`config.mk`:
```
export PLATFORM = sky130hd
export DESIGN_NAME = ams_misc_status
export DESIGN_NICKNAME = d
export VERILOG_FILES = /design/src/ams_pkg.sv /design/src/ams_apb_slave.sv /design/src/ams_event_detect.sv /design/src/ams_misc_status.sv
export VERILOG_INCLUDE_DIRS = /design/src
export SDC_FILE = /design/constraint.sdc
export NUM_CORES = 1
export LEC_CHECK = 0
export BUFFER_PORTS_ARGS = -buffer_cell sky130_fd_sc_hd__buf_2
export CORE_AREA = 2 2 114 116
export DETAILED_ROUTE_END_ITERATION = 6
export DIE_AREA = 0 0 116 118
export GPL_ROUTABILITY_DRIVEN = 0
export PLACE_DENSITY = 0.67
export SKIP_CTS_REPAIR_TIMING = 1
export SLEW_MARGIN = 10
export SYNTH_ARGS = -nofsm -noshare
export SYNTH_HDL_FRONTEND = slang
export SYNTH_SLANG_ARGS = --single-unit
```
`constraint.sdc`:
```
create_clock -name pclk -period 2 [get_ports pclk]
set_input_delay 0.4 -clock pclk [delete_from_list [all_inputs] [get_ports pclk]]
set_output_delay 0.4 -clock pclk [all_outputs]
set_load 0.03 [all_outputs]
```
`src/ams_regs.svh`:
```
`ifndef AMS_REGS_SVH
`define AMS_REGS_SVH

// ----------------------------------------
// register byte offsets
// ----------------------------------------
`define AMS_ADDR_W 12
`define AMS_OFF_GPIO 12'h04c
`define AMS_OFF_GCTL 12'h0a0
`define AMS_OFF_STEP 12'h0ac
`define AMS_OFF_MISC 12'h0b0

// ----------------------------------------
// field positions
// ----------------------------------------
`define AMS_GPIO_LO 1
`define AMS_GPIO_HI 4
`define AMS_GCTL_PLAY_EN 11
`define AMS_GCTL_REC_EN 10
`define AMS_STEP_W 16
`define AMS_MISC_GPIO_IRQ 24
`define AMS_MISC_ST_EN 23
`define AMS_MISC_FM_EN 17
`define AMS_MISC_HALF 16
`define AMS_MISC_ST_HIT 15
`define AMS_MISC_MIX_OVF 11
`define AMS_MISC_MIX_UNF 10
`define AMS_MISC_REC_OVF 9
`define AMS_MISC_PLAY_STV 8

// ----------------------------------------
// reset values and limits
// ----------------------------------------
`define AMS_RST_BIT 1'h0
`define AMS_RST_EQ 1'h1
`define AMS_RST_GPIO 4'h0
`define AMS_RST_STEP 16'h0000
`define AMS_RST_WORD 32'h0000_0000
`define AMS_CHANNELS 32
`define AMS_TIMER_W 16
`define AMS_MIX_W 20
`define AMS_MIX_POS_LIMIT 20'sh07fff
`define AMS_MIX_NEG_LIMIT 20'shf8000

`endif
```
`src/ams_pkg.sv`:
```
`default_nettype none

package ams_pkg;

    typedef enum logic [1:0] {
        AMS_ACC_NONE,
        AMS_ACC_READ,
        AMS_ACC_WRITE
    } ams_access_t;

    typedef logic [31:0] ams_word_t;

endpackage : ams_pkg

`default_nettype wire

```
`src/ams_apb_slave.sv`:
```
`timescale 1ns/1ns
`default_nettype none

`include "ams_regs.svh"

module ams_apb_slave (
    input wire logic pclk,
    input wire logic presetn,
    input wire logic ce,
    input wire logic psel,
    input wire logic penable,
    input wire logic pwrite,
    input wire logic addr_ok,
    output logic pready,
    output logic pslverr,
    output ams_pkg::ams_access_t kind
);
    // ----------------------------------------
    // one wait state: read data is caught on the first access edge,
    // a write commits on the edge where the master sees pready
    // ----------------------------------------
    wire logic access_w;
    wire logic rd_w;
    wire logic wr_w;

    assign access_w = psel & penable;
    assign rd_w = access_w & ~pready & ~pwrite;
    assign wr_w = access_w & pready & pwrite;
    assign kind = rd_w ? ams_pkg::AMS_ACC_READ :
                  wr_w ? ams_pkg::AMS_ACC_WRITE : ams_pkg::AMS_ACC_NONE;

    always_ff @(posedge pclk or negedge presetn) begin
        if (!presetn) begin
            pready <= `AMS_RST_BIT;
            pslverr <= `AMS_RST_BIT;
        end else if (ce) begin
            pready <= access_w & ~pready;
            pslverr <= access_w & ~pready & ~addr_ok;
        end
    end

endmodule : ams_apb_slave

`default_nettype wire

```
`src/ams_event_detect.sv`:
```
`timescale 1ns/1ns
`default_nettype none

`include "ams_regs.svh"

module ams_event_detect #(
    parameter int TIMER_W = `AMS_TIMER_W
) (
    input wire logic pclk,
    input wire logic presetn,
    input wire logic ce,
    input wire logic [TIMER_W-1:0] timer_count,
    input wire logic [TIMER_W-1:0] timer_goal,
    input wire logic [`AMS_MIX_W-1:0] mix_result,
    input wire logic mix_valid,
    input wire logic play_running,
    input wire logic play_fifo_empty,
    input wire logic tick_48k,
    input wire logic record_running,
    input wire logic record_request,
    input wire logic codec_data_ready,
    output logic hit_set,
    output logic ovf_set,
    output logic unf_set,
    output logic rec_set,
    output logic play_set
);
    // ----------------------------------------
    // event conditions
    // ----------------------------------------
    wire logic eq_w;
    logic eq_q;

    assign eq_w = (timer_count == timer_goal);
    // only the arrival at the goal counts, so a cleared flag does not
    // refire while the counter sits on the goal
    assign hit_set = eq_w & ~eq_q;
    assign ovf_set = mix_valid & ($signed(mix_result) > `AMS_MIX_POS_LIMIT);
    assign unf_set = mix_valid & ($signed(mix_result) < `AMS_MIX_NEG_LIMIT);
    assign rec_set = record_running & record_request & ~codec_data_ready;
    assign play_set = play_running & play_fifo_empty & tick_48k;

    always_ff @(posedge pclk or negedge presetn) begin
        if (!presetn) begin
            eq_q <= `AMS_RST_EQ;
        end else if (ce) begin
            eq_q <= eq_w;
        end
    end

endmodule : ams_event_detect

`default_nettype wire

```
`src/ams_misc_status.sv`:
```
// Register access over APB was left to the implementer.
`timescale 1ns/1ns
`default_nettype none

`include "ams_regs.svh"

module ams_misc_status #(
    parameter int CHANNELS = `AMS_CHANNELS,
    parameter int TIMER_W = `AMS_TIMER_W
) (
    input wire logic pclk,
    input wire logic presetn,
    input wire logic ce,
    input wire logic psel,
    input wire logic penable,
    input wire logic pwrite,
    input wire logic [`AMS_ADDR_W-1:0] paddr,
    input wire logic [31:0] pwdata,
    output logic [31:0] prdata,
    output logic pready,
    output logic pslverr,
    input wire logic [TIMER_W-1:0] sample_timer_counter,
    input wire logic [TIMER_W-1:0] sample_timer_goal,
    input wire logic [`AMS_MIX_W-1:0] mix_result,
    input wire logic mix_valid,
    input wire logic play_running,
    input wire logic play_fifo_empty,
    input wire logic sample_tick_48k,
    input wire logic record_running,
    input wire logic record_request,
    input wire logic codec_data_ready,
    input wire logic fm_timer_request,
    input wire logic midi_port_request,
    input wire logic legacy_sound_request,
    input wire logic [CHANNELS-1:0] envelope_channel_flags,
    input wire logic [CHANNELS-1:0] address_flags_bank_a,
    input wire logic [CHANNELS-1:0] address_flags_bank_b,
    output logic [`AMS_STEP_W-1:0] sample_step,
    output logic half_rate_playback,
    output logic [31:0] misc_status
);

    // ----------------------------------------
    // helpers
    // ----------------------------------------
    // hardware set wins over a software clear in the same cycle
    function automatic logic sticky_next(
        input logic q,
        input logic set,
        input logic clr
    );
        sticky_next = set | (q & ~clr);
    endfunction : sticky_next

    function automatic logic hit(
        input logic [`AMS_ADDR_W-1:0] addr,
        input logic [`AMS_ADDR_W-1:0] off
    );
        hit = (addr == off);
    endfunction : hit

    // ----------------------------------------
    // bus handshake and decode
    // ----------------------------------------
    ams_pkg::ams_access_t kind;
    wire logic sel_gpio;
    wire logic sel_gctl;
    wire logic sel_step;
    wire logic sel_misc;
    wire logic addr_ok;
    wire logic rd_take;
    wire logic wr_take;
    wire logic wr_gpio;
    wire logic wr_gctl;
    wire logic wr_step;
    wire logic wr_misc;

    assign sel_gpio = hit(paddr, `AMS_OFF_GPIO);
    assign sel_gctl = hit(paddr, `AMS_OFF_GCTL);
    assign sel_step = hit(paddr, `AMS_OFF_STEP);
    assign sel_misc = hit(paddr, `AMS_OFF_MISC);
    assign addr_ok = sel_gpio | sel_gctl | sel_step | sel_misc;
    assign rd_take = (kind == ams_pkg::AMS_ACC_READ);
    assign wr_take = (kind == ams_pkg::AMS_ACC_WRITE);
    assign wr_gpio = wr_take & sel_gpio;
    assign wr_gctl = wr_take & sel_gctl;
    assign wr_step = wr_take & sel_step;
    assign wr_misc = wr_take & sel_misc;

    ams_apb_slave u_apb (
        .pclk(pclk),
        .presetn(presetn),
        .ce(ce),
        .psel(psel),
        .penable(penable),
        .pwrite(pwrite),
        .addr_ok(addr_ok),
        .pready(pready),
        .pslverr(pslverr),
        .kind(kind)
    );

    // ----------------------------------------
    // event sources
    // ----------------------------------------
    wire logic hit_set;
    wire logic ovf_set;
    wire logic unf_set;
    wire logic rec_set;
    wire logic play_set;

    ams_event_detect #(
        .TIMER_W(TIMER_W)
    ) u_events (
        .pclk(pclk),
        .presetn(presetn),
        .ce(ce),
        .timer_count(sample_timer_counter),
        .timer_goal(sample_timer_goal),
        .mix_result(mix_result),
        .mix_valid(mix_valid),
        .play_running(play_running),
        .play_fifo_empty(play_fifo_empty),
        .tick_48k(sample_tick_48k),
        .record_running(record_running),
        .record_request(record_request),
        .codec_data_ready(codec_data_ready),
        .hit_set(hit_set),
        .ovf_set(ovf_set),
        .unf_set(unf_set),
        .rec_set(rec_set),
        .play_set(play_set)
    );

    // ----------------------------------------
    // codec gpio enable and status bits
    // ----------------------------------------
    logic [`AMS_GPIO_HI:`AMS_GPIO_LO] gpio_q;

    always_ff @(posedge pclk or negedge presetn) begin
        if (!presetn) begin
            gpio_q <= `AMS_RST_GPIO;
        end else if (ce && wr_gpio) begin
            gpio_q <= pwdata[`AMS_GPIO_HI:`AMS_GPIO_LO];
        end
    end

    // ----------------------------------------
    // global control enables
    // ----------------------------------------
    logic play_starved_enable_q;
    logic record_overflow_enable_q;

    always_ff @(posedge pclk or negedge presetn) begin
        if (!presetn) begin
            play_starved_enable_q <= `AMS_RST_BIT;
            record_overflow_enable_q <= `AMS_RST_BIT;
        end else if (ce && wr_gctl) begin
            play_starved_enable_q <= pwdata[`AMS_GCTL_PLAY_EN];
            record_overflow_enable_q <= pwdata[`AMS_GCTL_REC_EN];
        end
    end

    // ----------------------------------------
    // legacy sample step
    // ----------------------------------------
    // one field serves both directions; the meaning (rate ratio or its
    // inverse) is up to the engine that reads it
    logic [`AMS_STEP_W-1:0] step_q;

    always_ff @(posedge pclk or negedge presetn) begin
        if (!presetn) begin
            step_q <= `AMS_RST_STEP;
        end else if (ce && wr_step) begin
            step_q <= pwdata[`AMS_STEP_W-1:0];
        end
    end

    // ----------------------------------------
    // misc status: software-owned bits
    // ----------------------------------------
    logic sample_timer_irq_enable_q;
    logic fm_timer_irq_enable_q;
    logic half_rate_q;

    always_ff @(posedge pclk or negedge presetn) begin
        if (!presetn) begin
            sample_timer_irq_enable_q <= `AMS_RST_BIT;
            fm_timer_irq_enable_q <= `AMS_RST_BIT;
            half_rate_q <= `AMS_RST_BIT;
        end else if (ce && wr_misc) begin
            sample_timer_irq_enable_q <= pwdata[`AMS_MISC_ST_EN];
            fm_timer_irq_enable_q <= pwdata[`AMS_MISC_FM_EN];
            half_rate_q <= pwdata[`AMS_MISC_HALF];
        end
    end

    // ----------------------------------------
    // misc status: sticky event flags
    // ----------------------------------------
    logic sample_timer_hit_q;
    logic mix_overflow_q;
    logic mix_underflow_q;
    logic record_fifo_overflow_q;
    logic play_fifo_starved_q;
    wire logic clr_hit;
    wire logic clr_ovf;
    wire logic clr_unf;
    wire logic clr_rec;
    wire logic clr_play;

    assign clr_hit = wr_misc & pwdata[`AMS_MISC_ST_HIT];
    assign clr_ovf = wr_misc & pwdata[`AMS_MISC_MIX_OVF];
    assign clr_unf = wr_misc & pwdata[`AMS_MISC_MIX_UNF];
    assign clr_rec = wr_misc & pwdata[`AMS_MISC_REC_OVF];
    assign clr_play = wr_misc & pwdata[`AMS_MISC_PLAY_STV];

    always_ff @(posedge pclk or negedge presetn) begin
        if (!presetn) begin
            sample_timer_hit_q <= `AMS_RST_BIT;
            mix_overflow_q <= `AMS_RST_BIT;
            mix_underflow_q <= `AMS_RST_BIT;
            record_fifo_overflow_q <= `AMS_RST_BIT;
            play_fifo_starved_q <= `AMS_RST_BIT;
        end else if (ce) begin
            sample_timer_hit_q <= sticky_next(sample_timer_hit_q, hit_set, clr_hit);
            mix_overflow_q <= sticky_next(mix_overflow_q, ovf_set, clr_ovf);
            mix_underflow_q <= sticky_next(mix_underflow_q, unf_set, clr_unf);
            record_fifo_overflow_q <= sticky_next(record_fifo_overflow_q, rec_set, clr_rec);
            play_fifo_starved_q <= sticky_next(play_fifo_starved_q, play_set, clr_play);
        end
    end

    // ----------------------------------------
    // misc status: live derived bits
    // ----------------------------------------
    // these have no storage, so a write to their positions has nowhere to land
    wire logic codec_gpio_irq;
    wire logic sample_timer_interrupt;
    wire logic envelope_interrupt;
    wire logic address_interrupt;
    wire logic fm_timer_interrupt;
    wire logic midi_port_interrupt;
    wire logic legacy_sound_interrupt;
    wire logic record_overflow_interrupt;
    wire logic play_starved_interrupt;

    assign codec_gpio_irq = (gpio_q[1] & gpio_q[3]) | (gpio_q[2] & gpio_q[4]);
    assign sample_timer_interrupt = sample_timer_hit_q & sample_timer_irq_enable_q;
    assign envelope_interrupt = |envelope_channel_flags;
    assign address_interrupt = (|address_flags_bank_a) | (|address_flags_bank_b);
    assign fm_timer_interrupt = fm_timer_request & fm_timer_irq_enable_q;
    assign midi_port_interrupt = midi_port_request;
    assign legacy_sound_interrupt = legacy_sound_request;
    assign record_overflow_interrupt = record_overflow_enable_q & record_fifo_overflow_q;
    assign play_starved_interrupt = play_starved_enable_q & play_fifo_starved_q;

    // ----------------------------------------
    // read words
    // ----------------------------------------
    ams_pkg::ams_word_t misc_word;
    ams_pkg::ams_word_t gpio_word;
    ams_pkg::ams_word_t gctl_word;
    ams_pkg::ams_word_t step_word;
    ams_pkg::ams_word_t read_word;

    // reserved positions read zero
    assign misc_word = {
        7'h00,
        codec_gpio_irq,
        sample_timer_irq_enable_q,
        5'h00,
        fm_timer_irq_enable_q,
        half_rate_q,
        sample_timer_hit_q,
        3'h0,
        mix_overflow_q,
        mix_underflow_q,
        record_fifo_overflow_q,
        play_fifo_starved_q,
        sample_timer_interrupt,
        envelope_interrupt,
        address_interrupt,
        fm_timer_interrupt,
        midi_port_interrupt,
        legacy_sound_interrupt,
        record_overflow_interrupt,
        play_starved_interrupt
    };
    assign gpio_word = {27'h0000000, gpio_q, 1'h0};
    assign gctl_word = {20'h00000, play_starved_enable_q, record_overflow_enable_q, 10'h000};
    assign step_word = {16'h0000, step_q};
    assign read_word = sel_misc ? misc_word :
                       sel_step ? step_word :
                       sel_gctl ? gctl_word :
                       sel_gpio ? gpio_word : `AMS_RST_WORD;

    // ----------------------------------------
    // registered outputs
    // ----------------------------------------
    // prdata is caught on the same edge where pready rises, so the master sees a
    // stable word for the whole completing cycle
    always_ff @(posedge pclk or negedge presetn) begin
        if (!presetn) begin
            prdata <= `AMS_RST_WORD;
        end else if (ce && rd_take) begin
            prdata <= read_word;
        end
    end

    always_ff @(posedge pclk or negedge presetn) begin
        if (!presetn) begin
            misc_status <= `AMS_RST_WORD;
        end else if (ce) begin
            misc_status <= misc_word;
        end
    end

    // the step value is passed on as written; in half-rate mode it is
    // software's job to program twice the full-rate step
    assign sample_step = step_q;
    assign half_rate_playback = half_rate_q;

endmodule : ams_misc_status

`default_nettype wire

```
# ---- Word-level counts from Yosys, hierarchy flattened
# Index checks and enable logic that the tools add are counted.
dict set report word_totals {
  register_bits 82
  latch_bits 0
  mem_bits_rw 0
  romBits 0
  inputBits 208
  out_inout_bits 83
  elab_cells 93
  n_memories 0
}
dict set report classes {
  add_sub_neg 0
  n_mul 0
  n_div 0
  n_lt_le_gt_ge 2
  n_eq_ne 7
  n_shift 0
  n_mux 6
  n_bitwise 53
  reduce_logical 8
}
# op n
set op_table {}
lappend op_table {{32-bit OR reduction} 3}
lappend op_table {{12-bit by 8-bit equality test with 1-bit output (second input constant)} 3}
lappend op_table {{1-bit AND} 33}
lappend op_table {{25-bit 2-to-1 mux} 1}
lappend op_table {{20-bit by 16-bit > comparator with 1-bit output (second input constant)} 1}
lappend op_table {{20-bit by 16-bit < comparator with 1-bit output (second input constant)} 1}
lappend op_table {{16-bit equality test} 1}
lappend op_table {{16-bit 2-to-1 mux} 1}
lappend op_table {{12-bit by 7-bit equality test with 1-bit output (second input constant)} 1}
lappend op_table {{12-bit 2-to-1 mux} 1}
lappend op_table {{1-bit inverter} 10}
lappend op_table {{1-bit bitwise OR} 10}
lappend op_table {{1-bit logical AND} 5}
lappend op_table {{5-bit 2-to-1 mux} 1}
lappend op_table {{2-bit 2-to-1 mux} 2}
lappend op_table {{2-bit by 1-bit equality test with 1-bit output (second input constant)} 1}
lappend op_table {{2-bit equality test (second input constant)} 1}

# ---- Logic depth before layout (Yosys ltp)
# Gate-level depths: netlist (run 1).
dict set report depth {
  depth_word 11
  depth_mapped 7
  depth_no_buf 4
}

# ---- Modules after synthesis
# A second synthesis (run 1) with hierarchy kept.
dict set report hier_totals {
  cells_unflattened 343
  hier_area_um2 3711.1
}
# module n_inst cells_per_inst area_per_inst_um2 seq_area_each_um2
set modules_own_cells {}
lappend modules_own_cells {ams_misc_status 1 299 3340.7 1676.6}
lappend modules_own_cells {ams_event_detect 1 32 255.2 26.3}
lappend modules_own_cells {ams_apb_slave 1 12 115.1 50.0}

# ---- Worst setup path after synthesis (run 1)
# No wires, ideal clock.
dict set report synth_timing {
  kind {input to register}
  start {in paddr[9]}
  end {reg step_q[10] (netlist: sample_step[10])}
  setup_ps 125
  arrival_ps 1762
  t_required_ps 1875
  slack_ps 113
  stages 5
  n_path_buf 1
  path_cell_list {nor4_4 > nand3_4 > nor3_4 > buf_8 > mux2_2}
}
dict set report synth_via {
  elab_chain_len 3
}
# element line
set synth_rtl {}
lappend synth_rtl {{start, declared} ams_misc_status.sv:17} ;# input wire logic [`AMS_ADDR_W-1:0] paddr,
lappend synth_rtl {{12-bit by 8-bit equality test with 1-bit output} ams_misc_status.sv:59} ;# hit = (addr == off);
lappend synth_rtl {{1-bit AND} ams_misc_status.sv:87} ;# assign wr_step = wr_take & sel_step;
lappend synth_rtl {{1-bit logical AND} ams_misc_status.sv:174} ;# end else if (ce && wr_step) begin
lappend synth_rtl {{end signal, assigned} ams_misc_status.sv:173} ;# step_q <= `AMS_RST_STEP;
lappend synth_rtl {{end signal, assigned} ams_misc_status.sv:175} ;# step_q <= pwdata[`AMS_STEP_W-1:0];
lappend synth_rtl {{end, declared} ams_misc_status.sv:169} ;# logic [`AMS_STEP_W-1:0] step_q;
# Every way passes these cells.
# A chain may end at the register's enable or synchronous reset.

# ---- Final worst setup path (run 1)
dict set report layout_timing {
  start {reg u_apb.pready}
  end {reg prdata[1]}
}
dict set report layout_via {
  elab_chain_len 6
  elab_cells_between_ends 9
  classes_between {1 x eq/ne; 2 x mux; 5 x bitwise; 1 x reduce/logical}
}
# element line
set layout_rtl {}
lappend layout_rtl {{start, declared} ams_apb_slave.sv:14} ;# output logic pready,
lappend layout_rtl {{start signal, assigned} ams_apb_slave.sv:34} ;# pready <= `AMS_RST_BIT;
lappend layout_rtl {{start signal, assigned} ams_apb_slave.sv:37} ;# pready <= access_w & ~pready;
lappend layout_rtl {{1-bit AND / 1-bit inverter (equally long branches)} {ams_apb_slave.sv:28, ams_apb_slave.sv:27}}
lappend layout_rtl {{1-bit AND (on tied branches)} {ams_apb_slave.sv:28, ams_apb_slave.sv:27}}
lappend layout_rtl {{2-bit 2-to-1 mux / 1-bit AND (equally long branches)} {ams_apb_slave.sv:30, ams_apb_slave.sv:27}}
lappend layout_rtl {{2-bit 2-to-1 mux (*)} ams_apb_slave.sv:29} ;# assign kind = rd_w ? ams_pkg::AMS_ACC_READ :
lappend layout_rtl {{2-bit by 1-bit equality test with 1-bit output (*)} ams_misc_status.sv:83} ;# assign rd_take = (kind == ams_pkg::AMS_ACC_READ);
lappend layout_rtl {{1-bit logical AND (*)} ams_misc_status.sv:306} ;# end else if (ce && rd_take) begin
lappend layout_rtl {{end signal, assigned} ams_misc_status.sv:305} ;# prdata <= `AMS_RST_WORD;
lappend layout_rtl {{end signal, assigned} ams_misc_status.sv:307} ;# prdata <= read_word;
lappend layout_rtl {{end, declared} ams_misc_status.sv:19} ;# output logic [31:0] prdata,
# Mark *: on every way between the ends. The rest lies on a longest branch, timed or not.

==> results of run 1 <==
-- cells by family after synthesis --
| family | count (synthesis) | synth area share, % |
|---|---|---|
| simple gates | 99 | 17.2 |
| mux | 35 | 10.9 |
| xor+xnor | 16 | 3.87 |
| flops | 70 | 48.4 |
| buf+inv | 49 | 8.33 |
| compound gates | 55 | 11.1 |
| other cells | 1 | 0.104 |
-- stage by stage --
| step | cell area [um2] | setup slack [ns] |
|---|---|---|
| 4_1_cts | 5360 | 0.212 |
| 6_report | 5360 | 0.212 |
| 5_1_grt | 5360 | 0.101 |
| 3_3_place_gp | 5030 | 0.0121 |
| 3_5_place_dp | 5030 | -0.0174 |
| 2_1_floorplan | 3720 | 0.113 |
-- final timing paths --
kind	end	cells after the start	from
setup / recovery	prdata[1]	5	u_apb.pready
hold / removal	misc_status[16]	1	presetn
setup reg to reg	prdata[1]	5	u_apb.pready
hold reg to reg	u_events.eq_q	2	u_events.eq_q
max in group asynchronous	gpio_q[4]	2	presetn
min in group pclk	mix_overflow_q	2	mix_result[19]
-- layer usage --
layer	global-route usage, %	share of wire, %	routed length [um]
met1	22.4	44	5090
met2	27.7	48	5540
met3	3.30	6.7	770
met4	4.17	1.1	132
met5	0	0	0
-- sequential cells by signal, indices dropped and copies added (netlist names), 4 cells and up --
name,flops
prdata,20
misc_status,17
sample_step,16
gpio_q,4
-- Yosys cell counts, types with 2 or more instances --
| cell type | count |
|---|---|
| o21ai_0 | 13 |
| nand4b_1 | 2 |
| nor3_4 | 2 |
| or3_4 | 2 |
| nand3_1 | 8 |
| inv_1 | 13 |
| o2bb2ai_1 | 2 |
| a21oi_1 | 4 |
| buf_4 | 27 |
| a22oi_1 | 5 |
| buf_2 | 4 |
| nor2_1 | 10 |
| nor3_1 | 3 |
| a221o_1 | 6 |
| xor2_1 | 15 |
| and3b_1 | 2 |
| nand2_1 | 18 |
| clkbuf_1 | 4 |
| nor4_1 | 29 |
| and2_0 | 3 |
| dfrtp_1 | 69 |
| mux2_2 | 35 |
| a22o_1 | 10 |
| nand4_1 | 9 |
| o22ai_1 | 4 |
| o31ai_1 | 9 |
-- cell usage in the layout, fill, tap and decap left out, drive strengths merged, types with 10 or more instances in the layout --
cell type	synthesis	routed
buf	32	256
dfrtp	69	69
mux2	35	35
nor4	30	30
conb	1	27
nand2	18	18
xor2	15	15
inv	13	15
o21ai	13	13
nor2	10	10
a22o	10	10
nand4	10	10
nand3	10	10
-- power breakdown --
part | internal, W | switching [W] | leakage [nW]
combinational | 0.000190 | 0.000258 | 1.70
clock | 0.00111 | 0.000643 | 0.161
sequential | 0.00143 | 0.00000970 | 0.916
-- worst max-delay path, delay by kind of cell, from the launching register on --
family | cells | cell delay, ns
buffers and inverters | 1 | 0.23
DFF | 1 | 0.38
AOI/OAI and AO/OA | 1 | 0.17
and+or+nand+nor | 3 | 0.92
-- cell type report --
cell class / instances / area (um2)
multi-input cells: 232 / 1660
fillers: 1245 / 7060
clock buffers: 9 / 225
well taps: 172 / 215
flip-flops and latches: 70 / 1750
inverters: 13 / 48.8
clock inverters: 7 / 104
repair buffers: 256 / 1350
==> summary.txt, run 1 <==
Run status
  – Status: complete, no violations

Clock tree
  – TritonCTS buffer count: 9
  – CTS HTree Levels: 3
  – Clk buf depth: 2
  – CTS root buffer: clkbuf_16
  – Clock latency on the worst-skew pair: 0.33 ns
  – Reg clk slew, reported paths: around 0.06 ns
  – Clock sink count: 70
  – TritonCTS clock tree: yes

STA
  – Fin Hold WS: ~0.057 ns
  – RSZ-0062 raised after global routing: no
  – Min cycle time layout: 1.79 ns
  – Slew HR: roughly 64%
  – Final period utilization: between 80% and 90%
  – Worst-margin pin slew: 0.546 ns
  – Clock Skews: roughly 0.0065 ns
  – Fin Setup TNS: 0 ns
  – Fmax: 559 MHz
  – Max-slew violations: 0
  – Final Hold Viols: 0
  – Endpoints failing setup: 0

Setup path
  – WS Path Type: flip-flop to flip-flop
  – R2R Setup Slk: 0.21 ns
  – Critical path fanouts, max: 12
  – CP arrival: ~2.1 ns
  – Critical Path Slowest Stage Cell: or2_2
  – Critical path endpoint category: flip-flop
  – Slowest cell delay on critical path: 0.44 ns
  – CP Cell Sequence: nand4b_1, or2_2, buf_4, nor2_1, a22o_1
  – Startpoint Class: flip-flop
  – CP required: 2.27 ns

Synth
  – Prevailing post-synth register cell: dfrtp_1
  – Distinct cell type count after synthesis: 43
  – Seq/Total Area, Yosys: around half
  – Ys Warns: 0
  – Post-synth EDFFs: 0
  – Synth Cell Area: between 0.003 and 0.004 mm2
  – Synth area leader: dfrtp_1
  – Top-area cell type share of the netlist area: a little under half
  – Mean post-synth cell area: 11.1 um2
  – Yosys reg bits: 70
  – Post-synth ARST share: between 90% and 100%
  – Main area contributors after synthesis: dfrtp_1, mux2_2, buf_4
  – Post-Syn Instances: between 300 and 400

Drt
  – Total Wirelength: between 10000 and 15000 um
  – Drt initial violations: ~220
  – Antenna Nets Post-Route: 0
  – WL/cell: around 15 um
  – Vias per Instance: 4.57
  – Via count: around 3500
  – First-pass DRT Iterations: 4
  – Post-route DRC: 0

Flow run
  – Max-capacitance violation count: 0

Global routing
  – GRT Residual Overflow: 0
  – Vias in the first global route: 3423
  – Initial antenna violation count: 0
  – Tot GR Track Use: between 15 and 20%
  – Largest net degree at the start of global routing: about 40
  – First-pass GRT wire length: roughly 18000 um

Placement
  – Cells after DPL: ~740
  – Final HPWL DP: between 9000 and 10000 um
  – I/O Buffers: 235

Layout
  – Fraction of layout cells with a size suffix above 1: roughly 55%
  – Final cell count without fillers: between 700 and 800
  – Final Util: roughly 43%
  – Synthesis-to-finish area growth: 48.0%
  – Diode count: 0
  – Fin nets: 790

Floorplanning
  – Core area: 0.0124 mm2
  – Starting Density: between 20% and 30%
  – FP Rows: 41
  – IO Pins: a little under 300
  – Die area: approximately 0.014 mm2
  – Die H: 118 um
  – Die W: 116 um

Pwr
  – Power Density: slightly below 700 mW/mm2
  – Total power: around 0.0036 W
  – Worst VDD drop: approximately 0.00037 V
  – Leak: about 2.8 nW

Min path
  – Class of the worst hold path: primary input to asynchronous set/reset pin
No activity file was read; power rests on OpenSTA's default activity.
==> run 2, diff against run 1 <==
--- a/config.mk
+++ b/config.mk
@@ -7,11 +7,14 @@
 export NUM_CORES = 1
 export LEC_CHECK = 0
 export BUFFER_PORTS_ARGS = -buffer_cell sky130_fd_sc_hd__buf_2
-export CORE_AREA = 2 2 114 116
+export CELL_PAD_IN_SITES_DETAIL_PLACEMENT = 0
+export CELL_PAD_IN_SITES_GLOBAL_PLACEMENT = 2
+export CORE_ASPECT_RATIO = 0.8
+export CORE_MARGIN = 2
+export CORE_UTILIZATION = 21
 export DETAILED_ROUTE_END_ITERATION = 6
-export DIE_AREA = 0 0 116 118
 export GPL_ROUTABILITY_DRIVEN = 0
-export PLACE_DENSITY = 0.67
+export PLACE_DENSITY = 0.84
 export SKIP_CTS_REPAIR_TIMING = 1
 export SLEW_MARGIN = 10
 export SYNTH_ARGS = -nofsm -noshare
==> run 2 against run 1 <==
Worst hold slack lost 0.043 ns. Setup slack lost 0.088 ns. First-iteration DRC count shrank 7.3%. Utilization shrank 11 points. Clock-buffer cell count is the same. Combinational power grew 2%. Routed wire length grew 13%. Critical endpoint is now prdata[8].
==> summary.txt, run 2 (synthesis gave the netlist of run 1 again) <==
Run status
  – Status: complete, no violations

Drt
  – WL/cell: 16.1 um
  – First-pass DRT Iterations: 5
  – Vias per Instance: around 4.3
  – Drt initial violations: between 200 and 250
  – Total Wirelength: 13000 um
  – Post-route DRC: 0
  – Via count: roughly 3500
  – Antenna Nets Post-Route: 0

Pwr
  – Sequential Power Share: between 30% and 40%
  – Worst VDD drop: roughly 0.00029 V
  – Switch Pwr: 0.000894 W
  – Leak: ~2.8 nW
  – Power Density: roughly 660 mW/mm2
  – Switching share of power: between 20 and 25%
  – Pint: 0.00272 W
  – Combinational share of power: 12.6%
  – Clock share of power: 47.5%

Global routing
  – First-pass GRT wire length: approximately 20000 um
  – Vias in the first global route: between 3000 and 4000
  – Initial antenna violation count: 0
  – Largest net degree at the start of global routing: 41
  – GRT Residual Overflow: 0
  – Tot GR Track Use: between 10% and 20%

STA
  – Endpoints failing setup: 0
  – Fin Setup TNS: 0 ns
  – Final Hold Viols: 0
  – Fmax: between 500 and 600 MHz
  – Final period utilization: 93.8%
  – RSZ-0062 raised after global routing: no
  – Final WS setup: approximately 0.12 ns
  – Clock Skews: ~0.0074 ns
  – Min cycle time layout: 1.88 ns
  – Max-slew violations: 0

Placement
  – Setup WS pre-CTS: between 0.006 and 0.007 ns
  – I/O Buffers: approximately 240
  – Final HPWL DP: roughly 11000 um

Floorplanning
  – Die H: 121 um
  – Starting Density: a little over a fifth
  – IO Pins: roughly 290
  – FP Rows: 42
  – Die area: approximately 0.018 mm2
  – Die W: ~150 um
  – Core area: about 0.017 mm2

Min path
  – Class of the worst hold path: primary input to asynchronous set/reset pin

Layout
  – Fin nets: just under 800
  – Fill cell count: 1734
  – Diode count: 0
  – Leading cell type in the layout, fill and taps excluded: buf_2
  – Largest register by flop count: prdata
  – Final Util: approximately 33%
  – Commonest cells after routing, fill and taps aside: buf_2, dfrtp_1, mux2_2, nor4_1, conb_1
  – Fraction of layout cells with a size suffix above 1: a little over half
  – Synthesis-to-finish area growth: 50.7%
  – Max reg flops: 20
  – Footprint of the multi-input gates: ~0.0017 mm2
  – Seq. cell area: roughly 0.0018 mm2

Setup path
  – Critical path endpoint category: flip-flop
  – CP arrival: about 2.1 ns
  – Startpoint Class: flip-flop
  – WS Path Type: flip-flop to flip-flop
  – Critical path fanouts, max: 11
  – CP required: approximately 2.2 ns

Clock tree
  – CTS root buffer: clkbuf_16
  – Reg clk slew, reported paths: around 0.06 ns
  – TritonCTS clock tree: yes
  – Clk buf depth: 2
  – TritonCTS buffer count: 9
  – Clock sink count: 70
  – Clock latency on the worst-skew pair: roughly 0.33 ns
  – CTS HTree Levels: 3

Flow run
  – Max-capacitance violation count: 0
==> run 2: cell types whose count changed in the layout (fill, tap and decap cells not counted), sizes merged <==
cell	previous run	this run
inv	15	14
clkinvlp	0	2
buf	256	258
clkinv	3	2
==> run 2: metal layers <==
metal,GRT usage (%),vias up,wire length (um)
met5,0,-,0
met4,3.45,0,131
met3,3.23,11,737
met2,21.4,115,5750
met1,20.9,1679,6390
li1,-,1691,-
==> run 2: critical path: stages (launching register included) <==
cell and delay (ns):
dfrtp_1 0.43, nand4b_1 0.26, or2_2 0.44, buf_4 0.21, and2_0 0.16, a221o_1 0.26
==> run 2: area by class of cell <==
cell class | instances | share of cell area (%)
clock inverters | 7 | 1.79
well taps | 220 | 5.05
flip-flops and latches | 70 | 32.1
clock buffers | 9 | 4.13
multi-input cells | 232 | 30.5
repair buffers | 258 | 25.5
inverters | 13 | 0.895
==> run 2: power groups by stage <==
stage | registers (W) | clock network [W] | logic (W)
finish | 0.00144 | 0.00171 | 0.000455
global route | 0.00144 | 0.00184 | 0.000499
CTS | 0.00144 | 0.00177 | 0.000459
detailed placement | 0.00147 | 0 | 0.000457
global placement | 0.00147 | 0 | 0.000446
floorplan | 0.00149 | 0 | 0.000194
==> run 2: worst paths after layout <==
| path | from | endpoint | slack (ns) | cells past startpoint |
|---|---|---|---|---|
| setup / recovery | u_apb.pready | prdata[8] | 0.12 | 5 |
| hold / removal | presetn | gpio_q[1] | 0.01 | 1 |
| setup reg to reg | u_apb.pready | prdata[8] | 0.12 | 5 |
| hold reg to reg | u_events.eq_q | u_events.eq_q | 0.48 | 2 |
| max in group asynchronous | presetn | u_events.eq_q | 1.36 | 2 |
| min in group pclk | mix_result[19] | mix_overflow_q | 0.27 | 2 |
==> run 2: metrics by stage <==
step | hold WS, ns | instances | area (um2) | total power (W)
CTS | 0.0219 | 809 | 5450 | 0.00367
floorplan | 0.104 | 351 | 3720 | 0.00168
global route | 0.0354 | 809 | 5450 | 0.00378
detailed placement | 0.385 | 793 | 5130 | 0.00192
finish | 0.0140 | 809 | 5450 | 0.00361
global placement | 0.368 | 793 | 5130 | 0.00191
